$ cat config.mk
export PLATFORM = sky130hd
export DESIGN_NAME = drive_status_outputs
export DESIGN_NICKNAME = d
export VERILOG_FILES = /design/src/hw/drive_status_pkg.sv /design/src/hw/drive_status_outputs.sv
export VERILOG_INCLUDE_DIRS = /design/src /design/src/hw
export SDC_FILE = /design/constraint.sdc
export NUM_CORES = 1
export LEC_CHECK = 0
export ABC_CLOCK_PERIOD_IN_PS = 9200
export BUFFER_PORTS_ARGS = -buffer_cell sky130_fd_sc_hd__buf_2
export CORE_MARGIN = 3
export CORE_UTILIZATION = 35
export CTS_CLUSTER_DIAMETER = 50
export CTS_CLUSTER_SIZE = 10
export DETAILED_ROUTE_END_ITERATION = 8
export GPL_TIMING_DRIVEN = 0
export MAX_ROUTING_LAYER = met4
export SETUP_SLACK_MARGIN = 0.05
export SLEW_MARGIN = 10
export SYNTH_ARGS = -nofsm -noshare
export SYNTH_HDL_FRONTEND = slang
export SYNTH_SLANG_ARGS = --single-unit
$ cat constraint.sdc
create_clock -name clk_i -period 9.2 [get_ports clk_i]
set_input_delay 0.92 -clock clk_i [delete_from_list [all_inputs] [get_ports clk_i]]
set_output_delay 0.92 -clock clk_i [all_outputs]
set_load 0.01 [all_outputs]
$ cat src/hw/drive_status_params.svh
/*
 * Offsets, field positions, reset values and timing counts for the
 * drive status output block. Assumes a Wishbone slave with 32-bit data.
 */
`ifndef DRIVE_STATUS_PARAMS_SVH
`define DRIVE_STATUS_PARAMS_SVH

// Register byte offsets
`define ADDR_START_FREQ   8'h00
`define ADDR_DETECT_FREQ  8'h04
`define ADDR_BAND_PCT     8'h08
`define ADDR_CONFIG       8'h0C
`define ADDR_FLAGS        8'h10
`define ADDR_IRQ_STATUS   8'h14
`define ADDR_IRQ_MASK     8'h18

// Config fields
`define CFG_METER_SEL_BIT 0
`define CFG_OC_PULSE_BIT  1

// Reset values, frequencies in 0.01 Hz units
`define RST_START_FREQ    16'h0032
`define RST_DETECT_FREQ   16'h1770
`define RST_BAND_PCT      8'h0A
`define RST_CONFIG        2'h0

// Event bits of the interrupt status register
`define EVT_FAULT         0
`define EVT_POWER_FAIL    1
`define EVT_OVERLOAD      2
`define EVT_FREQ_DETECT   3
`define EVT_W             4

// Meter scaling and clock
`define CLK_HZ            125000000
`define METER_REF_HZ      60
`define FREQ_UNITS_PER_HZ 100
`define OC_MAX_PPS        50000

`endif

$ cat src/hw/drive_status_pkg.sv
/*
 * Types shared by the drive status output block.
 * Assumes frequencies arrive in 0.01 Hz units, 16 bits wide.
 */
package drive_status_pkg;

    typedef struct packed {
        logic [15:0] out_freq;
        logic [15:0] set_freq;
        logic        accel;
        logic        decel;
        logic        stopped;
        logic        dc_brake;
        logic        stall_active;
        logic        inst_power_fail;
        logic        undervoltage;
        logic        prot_tripped;
        logic        output_off;
        logic        drive_reset;
    } drive_state_type;

    typedef struct packed {
        logic fault;
        logic freq_detect;
        logic power_fail;
        logic overload;
        logic up_to_speed;
        logic running;
    } status_flags_type;

endpackage : drive_status_pkg

$ cat src/hw/drive_status_outputs.sv
/*
 * Status output logic of a motor drive: open-collector flags, fault
 * changeover relay, meter pulse train, Wishbone registers and interrupt.
 * Assumes drive state inputs synchronous to clk_i, frequencies in 0.01 Hz.
 */
// Register access over Wishbone and the placing of the registers were left to the implementer.
// Contract
// RULE1: Relay goes to fault position when protection tripped and output stopped.
// RULE2: Fault opens normally-closed path, closes normally-open; healthy is opposite.
// RULE3: Running flag asserts when output frequency reaches starting frequency, default 0.5 Hz.
// RULE4: Running flag deasserts while stopped or during DC injection braking.
// RULE5: Up-to-speed asserts inside configurable band around set frequency, default 10 percent.
// RULE6: Up-to-speed stays off during acceleration, deceleration and stop.
// RULE7: Overload warning follows stall prevention being active.
// RULE8: Power-failure flag asserts on instantaneous power failure or undervoltage.
// RULE9: Frequency-detection flag follows output frequency against programmable threshold.
// RULE10: Open-collector flag low means transistor conducting, high means off.
// RULE11: Meter pulse rate proportional to selected item, 60 Hz gives 1440 pulses/s.
// RULE12: Meter pulse output is suppressed while drive reset is in progress.
// RULE13: Open-collector pulse mode limits output to 50 kilopulses per second.
// RULE14: Flags evaluated each cycle, registered, no extra filtering or hysteresis.
`timescale 1ns/1ps
`include "drive_status_params.svh"

module drive_status_outputs
    import drive_status_pkg::*;
#(
    parameter int PULSES_AT_REF = 1440
) (
    input  wire logic            clk_i,
    input  wire logic            rst_i,
    input  wire drive_state_type drive_i,
    input  wire logic            cyc_i,
    input  wire logic            stb_i,
    input  wire logic            we_i,
    input  wire logic [7:0]      adr_i,
    input  wire logic [3:0]      sel_i,
    input  wire logic [31:0]     dat_i,
    output logic [31:0]          dat_o,
    output logic                 ack_o,
    output logic                 irq_o,
    output logic                 running_flag_n_o,
    output logic                 up_to_speed_flag_n_o,
    output logic                 overload_warning_flag_n_o,
    output logic                 power_failure_flag_n_o,
    output logic                 freq_detect_flag_n_o,
    output logic                 fault_relay_no_contact_o,
    output logic                 fault_relay_nc_contact_o,
    output logic                 meter_pulse_out_o
);

    localparam logic [29:0] TOGGLE_STEP = 30'(2 * PULSES_AT_REF);
    localparam logic [39:0] METER_WRAP  =
        40'(64'(`METER_REF_HZ) * `FREQ_UNITS_PER_HZ * `CLK_HZ);
    // Open-collector stage is slow: cap the toggle increment
    localparam logic [39:0] OC_MAX_INC  =
        40'(64'(2) * `OC_MAX_PPS * `METER_REF_HZ * `FREQ_UNITS_PER_HZ);

    // Register group
    logic [15:0]         start_freq_reg, start_freq_next;
    logic [15:0]         detect_freq_reg, detect_freq_next;
    logic [7:0]          band_pct_reg, band_pct_next;
    logic [1:0]          config_reg, config_next;
    logic [`EVT_W-1:0]   irq_status_reg, irq_status_next;
    logic [`EVT_W-1:0]   irq_mask_reg, irq_mask_next;
    logic [31:0]         rdata_reg, rdata_next;
    logic                ack_reg, ack_next;
    logic                irq_reg, irq_next;

    // Flag group
    status_flags_type    flags_reg, flags_next;
    logic [`EVT_W-1:0]   events;

    // Pin stage: active-low copies in their own flops, no gate after them
    logic [4:0]          pins_n_reg, pins_n_next;
    logic                relay_nc_reg, relay_nc_next;

    // Meter group
    logic [39:0]         meter_acc_reg, meter_acc_next;
    logic                meter_reg, meter_next;

    logic [16:0]         freq_diff;
    logic [23:0]         diff_scaled;
    logic [23:0]         band_limit;
    logic [39:0]         meter_inc;
    logic [39:0]         meter_sum;
    logic                bus_req;

    assign bus_req = cyc_i && stb_i && !ack_reg;

    always_comb begin
        freq_diff   = (drive_i.out_freq >= drive_i.set_freq) ?
                      {1'b0, drive_i.out_freq - drive_i.set_freq} :
                      {1'b0, drive_i.set_freq - drive_i.out_freq};
        diff_scaled = 24'(freq_diff * 24'd100);
        // Sized operands: a 16-bit product would wrap for wide bands
        band_limit  = 24'(drive_i.set_freq) * 24'(band_pct_reg);
        flags_next  = '0;
        flags_next.running = (drive_i.out_freq >= start_freq_reg)       // [RULE3]
                             && !drive_i.stopped && !drive_i.dc_brake;  // [RULE4]
        flags_next.up_to_speed = (diff_scaled <= band_limit)            // [RULE5]
                                 && !drive_i.accel && !drive_i.decel
                                 && !drive_i.stopped;                   // [RULE6]
        flags_next.overload    = drive_i.stall_active;                  // [RULE7]
        flags_next.power_fail  = drive_i.inst_power_fail
                                 || drive_i.undervoltage;               // [RULE8]
        flags_next.freq_detect = drive_i.out_freq >= detect_freq_reg;   // [RULE9]
        flags_next.fault       = drive_i.prot_tripped
                                 && drive_i.output_off;                 // [RULE1]
        pins_n_next   = ~{flags_next.freq_detect, flags_next.power_fail,
                          flags_next.overload, flags_next.up_to_speed,
                          flags_next.running};                          // [RULE10]
        relay_nc_next = !flags_next.fault;                              // [RULE2]
    end

    // Same edge as flags_reg, so pins and status register never disagree
    always_ff @(posedge clk_i) begin
        if (rst_i) begin
            pins_n_reg   <= 5'h1F;
            relay_nc_reg <= 1'b1;
        end else begin
            pins_n_reg   <= pins_n_next;
            relay_nc_reg <= relay_nc_next;
        end
    end

    // No filtering: one register stage per flag
    always_ff @(posedge clk_i) begin
        if (rst_i) begin
            flags_reg <= '0;
        end else begin
            flags_reg <= flags_next;                                    // [RULE14]
        end
    end

    // Rising edges of the fault, power-fail, overload and freq-detect flags raise events
    assign events[`EVT_FAULT]       = flags_next.fault && !flags_reg.fault;
    assign events[`EVT_POWER_FAIL]  = flags_next.power_fail && !flags_reg.power_fail;
    assign events[`EVT_OVERLOAD]    = flags_next.overload && !flags_reg.overload;
    assign events[`EVT_FREQ_DETECT] = flags_next.freq_detect && !flags_reg.freq_detect;

    always_comb begin
        start_freq_next  = start_freq_reg;
        detect_freq_next = detect_freq_reg;
        band_pct_next    = band_pct_reg;
        config_next      = config_reg;
        irq_mask_next    = irq_mask_reg;
        irq_status_next  = irq_status_reg;
        rdata_next       = 32'h0000_0000;
        ack_next         = bus_req;
        if (bus_req && we_i) begin
            case (adr_i)
                `ADDR_START_FREQ: begin
                    if (sel_i[0]) start_freq_next[7:0]  = dat_i[7:0];
                    if (sel_i[1]) start_freq_next[15:8] = dat_i[15:8];
                end
                `ADDR_DETECT_FREQ: begin
                    if (sel_i[0]) detect_freq_next[7:0]  = dat_i[7:0];
                    if (sel_i[1]) detect_freq_next[15:8] = dat_i[15:8];
                end
                `ADDR_BAND_PCT: begin
                    if (sel_i[0]) band_pct_next = dat_i[7:0];
                end
                `ADDR_CONFIG: begin
                    if (sel_i[0]) config_next = dat_i[1:0];
                end
                `ADDR_IRQ_STATUS: begin
                    if (sel_i[0]) irq_status_next = irq_status_reg & ~dat_i[`EVT_W-1:0];
                end
                `ADDR_IRQ_MASK: begin
                    if (sel_i[0]) irq_mask_next = dat_i[`EVT_W-1:0];
                end
                default: begin
                end
            endcase
        end else if (bus_req) begin
            case (adr_i)
                `ADDR_START_FREQ:  rdata_next = {16'h0000, start_freq_reg};
                `ADDR_DETECT_FREQ: rdata_next = {16'h0000, detect_freq_reg};
                `ADDR_BAND_PCT:    rdata_next = {24'h000000, band_pct_reg};
                `ADDR_CONFIG:      rdata_next = {30'h0000_0000, config_reg};
                `ADDR_FLAGS:       rdata_next = {26'h000_0000, flags_reg};
                `ADDR_IRQ_STATUS:  rdata_next = {28'h000_0000, irq_status_reg};
                `ADDR_IRQ_MASK:    rdata_next = {28'h000_0000, irq_mask_reg};
                default:           rdata_next = 32'h0000_0000;
            endcase
        end
        // Set wins over a same-cycle clear
        irq_status_next = irq_status_next | events;
        irq_next        = |(irq_status_next & irq_mask_next);
    end

    always_ff @(posedge clk_i) begin
        if (rst_i) begin
            start_freq_reg  <= `RST_START_FREQ;
            detect_freq_reg <= `RST_DETECT_FREQ;
            band_pct_reg    <= `RST_BAND_PCT;
            config_reg      <= `RST_CONFIG;
            irq_status_reg  <= '0;
            irq_mask_reg    <= '0;
            rdata_reg       <= 32'h0000_0000;
            ack_reg         <= 1'b0;
            irq_reg         <= 1'b0;
        end else begin
            start_freq_reg  <= start_freq_next;
            detect_freq_reg <= detect_freq_next;
            band_pct_reg    <= band_pct_next;
            config_reg      <= config_next;
            irq_status_reg  <= irq_status_next;
            irq_mask_reg    <= irq_mask_next;
            rdata_reg       <= rdata_next;
            ack_reg         <= ack_next;
            irq_reg         <= irq_next;
        end
    end

    // Phase accumulator toggles the meter line twice per pulse
    always_comb begin
        // Widen before the product: full scale does not fit in 30 bits
        meter_inc = 40'(config_reg[`CFG_METER_SEL_BIT] ? drive_i.set_freq
                                                       : drive_i.out_freq)
                    * 40'(TOGGLE_STEP);                                 // [RULE11]
        if (config_reg[`CFG_OC_PULSE_BIT] && meter_inc > OC_MAX_INC) begin
            meter_inc = OC_MAX_INC;                                     // [RULE13]
        end
        meter_sum = meter_acc_reg + meter_inc;
        if (drive_i.drive_reset) begin
            meter_acc_next = 40'h00_0000_0000;                          // [RULE12]
            meter_next     = 1'b0;
        end else if (meter_sum >= METER_WRAP) begin
            meter_acc_next = meter_sum - METER_WRAP;
            meter_next     = !meter_reg;
        end else begin
            meter_acc_next = meter_sum;
            meter_next     = meter_reg;
        end
    end

    always_ff @(posedge clk_i) begin
        if (rst_i) begin
            meter_acc_reg <= 40'h00_0000_0000;
            meter_reg     <= 1'b0;
        end else begin
            meter_acc_reg <= meter_acc_next;
            meter_reg     <= meter_next;
        end
    end

    assign dat_o                     = rdata_reg;
    assign ack_o                     = ack_reg;
    assign irq_o                     = irq_reg;
    // Low means transistor conducting
    assign running_flag_n_o          = pins_n_reg[0];                   // [RULE10]
    assign up_to_speed_flag_n_o      = pins_n_reg[1];                   // [RULE10]
    assign overload_warning_flag_n_o = pins_n_reg[2];                   // [RULE10]
    assign power_failure_flag_n_o    = pins_n_reg[3];                   // [RULE10]
    assign freq_detect_flag_n_o      = pins_n_reg[4];                   // [RULE10]
    assign fault_relay_no_contact_o  = flags_reg.fault;                 // [RULE2]
    assign fault_relay_nc_contact_o  = relay_nc_reg;                    // [RULE2]
    assign meter_pulse_out_o         = meter_reg;
endmodule : drive_status_outputs

==> metrics.md <==
| Metric | Value |
|---|---|
| Run status | `completed` |
| Final setup skew | `11.7 ps` |
| Sink Count | `around 120` |
| Setup WS pre-CTS | `-1270 ps` |
| Worst Setup SP | `drive_i[31]` |
| Slowest stage delay, CP | `500 ps` |
| Yosys top cell area share | `0.185` |
| Hold Path Origin | `ack_o` |
| Die Y | `about 220 um` |
| Number of DRC markers in iteration 0 | `850` |
| Syn avg cell area | `roughly 8 sq um` |
| Count leader, synth | `inv_1` |
| Die area | `roughly 49000 sq um` |
| CTS clk-pin slew, worst paths | `60 ps` |
| Core area | `45800 sq um` |
| Horiz. Die Dim | `222 um` |
| RSZ-0062 raised after global routing | `yes` |
| Post-synthesis async set-or-reset flop share | `0` |
| Clock Root Buffer | `clkbuf_16` |
| H-tree depth | `4` |
| Routed Antenna Nets | `0` |
| Routed length per placed instance | `around 16 um` |
| Post-DP HPWL | `37200 um` |
| Final nets | `2609` |
| R2r worst-path depth | `35` |
| Register bit total from synthesis | `around 120` |
| Clock Latency Late Sink | `440 ps` |
| Final period utilization | `0.952` |
| Initial Util | `0.357` |
| Leakage | `just under 9 nW` |
| CTS hold repair buffers | `0` |
| Max Clk Rate | `114 MHz` |
| Drt drc | `0` |
| Max clock buf depth | `2` |
| VDD IR max | `0.151 mV` |
| Netlist cell types | `76` |
| Required time of the critical path | `9500 ps` |
| Area leader, netlist | `ha_1` |
| Top cells by area, synth | `ha_1, fa_1, dfxtp_1` |
| Critical path's slowest cell | `fa_1` |
| Post-Synthesis Cell Area | `16300 sq um` |
| Critical Path Fanout Max | `10` |
| Synth Warn # | `0` |
| Max-slew headroom | `0.396` |
| First-pass GRT wire length | `73200 um` |
| Cts bufs inserted | `17` |
| Syn-to-layout area delta | `12.5%` |
| Worst Hold Endpoint | `ack_o` |
| Total wire length | `around 46000 um` |
| Placer congestion estimate | `0.905` |
| DRT Pass-1 Iters | `7` |
| Vias in the first global route | `14100` |
| Final worst setup slack | `roughly 440 ps` |
| Worst Setup End Kind | `flop` |
| Post-synthesis sequential area ratio | `0.141` |
| Hold Crit Class | `reg -> reg` |
| Largest register FFs | `34` |
| WHS Path Cells | `1` |
| Worst r2r src | `config_reg[0]` |
| Setup violators final | `0` |
| Critical Path AT | `roughly 9100 ps` |
| Port bufs | `95` |
| CTS tree | `yes` |
| # rows | `78` |
| Layout cells sized above 1 | `0.0924` |
| I/O pins | `133` |
| Critical path launch point type | `primary input` |
| Reg2reg end | `meter_acc_reg[25]` |
| Initial antenna violation count | `5` |
| Slew Viols, Final | `0` |
| Drt via density | `5.20` |
| Max_cap viols | `0` |
| Post-synth top flop | `dfxtp_1` |
| Crit path kind | `in -> reg` |
| Fin Setup TNS | `0 ps` |
| Final min period | `8760 ps` |
| Fin util | `0.401` |
| Tot GR Track Use | `0.187` |
| Mapped Cells | `2027` |
| GRT overflow | `0` |
| Most frequent cells after synthesis | `inv_1, ha_1, nand2_1` |
| P per Cell Area | `approximately 260 nW/um^2` |
| Hold Vio Cnt, Final | `0` |
| Reg2reg setup slack | `~510 ps` |
| Actual transition at the worst max-transition pin | `slightly below 900 ps` |
| Largest net degree at the start of global routing | `17` |
| EDFF count, synth | `0` |
| Via count | `14400` |
-- routing by layer --
| metal | global-route usage | wire, um |
|---|---|---|
| met5 | - | 0 |
| met1 | 0.248 | 20900 |
| met3 | 0.0311 | 2430 |
| met2 | 0.298 | 21300 |
| met4 | 0.0483 | 851 |
-- report_power, final --
group / switching [mW] / internal [mW]
Sequential: 0.0133 / 0.532
Clock: 0.280 / 0.442
Combinational: 2.06 / 1.44
Total: 2.35 / 2.42
-- metrics by stage --
step                hold WS, ps  instances  cell area, sq um  total power [mW]
floorplan                   454       2042             16400              3.20
detailed placement          483       2737             17600              3.93
global placement            475       2737             17600              3.85
CTS                         501       2760             18300              4.70
global route                531       2768             18400              5.28
finish                      497       2770             18400              4.77
-- worst max path at each step --
stage / endpoint
3_3_place_gp: pins_n_reg[1]
3_5_place_dp: pins_n_reg[1]
2_1_floorplan: pins_n_reg[1]
5_1_grt: meter_acc_reg[25]
6_report: meter_acc_reg[25]
4_1_cts: meter_acc_reg[25]
-- cells in the final DEF (no fill, tap or decap), types with 8 or more instances in the layout --
cell       synthesis  layout
clkbuf_1          65      49
nand2_1          158     158
buf_2              3     100
o21a_1            21      21
a22oi_1            8       8
and2_1            87      87
ha_1             242     240
inv_1            306     304
clkbuf_16          0      17
xor2_1            28      28
or3_1             12      12
xnor2_1           67      66
nand3_1           31      31
a211oi_1          11      11
nor2_1           151     151
a211o_1           19      19
nor2b_1           22      22
a21oi_1          127     118
buf_4             16      22
a31oi_1           10      10
nand2b_1          14      14
nor3_1            36      36
fa_1             124     124
o21bai_1          25      25
nand4_1           10      10
a21o_1            51      50
dfxtp_1          115     114
conb_1             1      16
o31ai_1           10       9
and3_1             8       8
mux2i_1           58      58
a21oi_2            2      11
o211ai_1          12      12
o21ai_0           79      76
-- cells by family after synthesis --
| kind of cell | Yosys count | share of synthesized area |
|---|---|---|
| and+or+nand+nor | 565 | 0.167 |
| AOI/OAI and AO/OA | 431 | 0.172 |
| buffers and inverters | 395 | 0.0952 |
| adders and majority gates | 366 | 0.337 |
| DFF | 115 | 0.141 |
| xor gates and xnor gates | 95 | 0.0510 |
| muxes | 59 | 0.0362 |
| other | 1 | 0.000230 |
-- critical path: cells and delay by family --
family | cells | cell delay [ps]
AOI/OAI and AO/OA | 17 | 3810
adders and majority gates | 5 | 1930
xor gates and xnor gates | 1 | 130
and+or+nand+nor | 6 | 1430
buffers and inverters | 7 | 820
-- layout make-up --
| class | instances | area, sq um |
|---|---|---|
| tap | 600 | 751 |
| buffer | 79 | 380 |
| sequential | 115 | 2300 |
| inverter | 306 | 1150 |
| timing repair buffer | 101 | 520 |
| antenna | 5 | 12.5 |
| fill | 4655 | 27400 |
| clock inverter | 14 | 190 |
| multi-input combinational | 1532 | 12600 |
| clock buffer | 18 | 439 |
-- repair_timing --
item / CTS / global route
setup buffers: 0 / 6
setup endpoints to repair: 29 / 29
resized for setup: 12 / 27
cloned: 0 / 0
pin swaps: 0 / 5
Note: power is estimated with default switching activity, not from simulation.
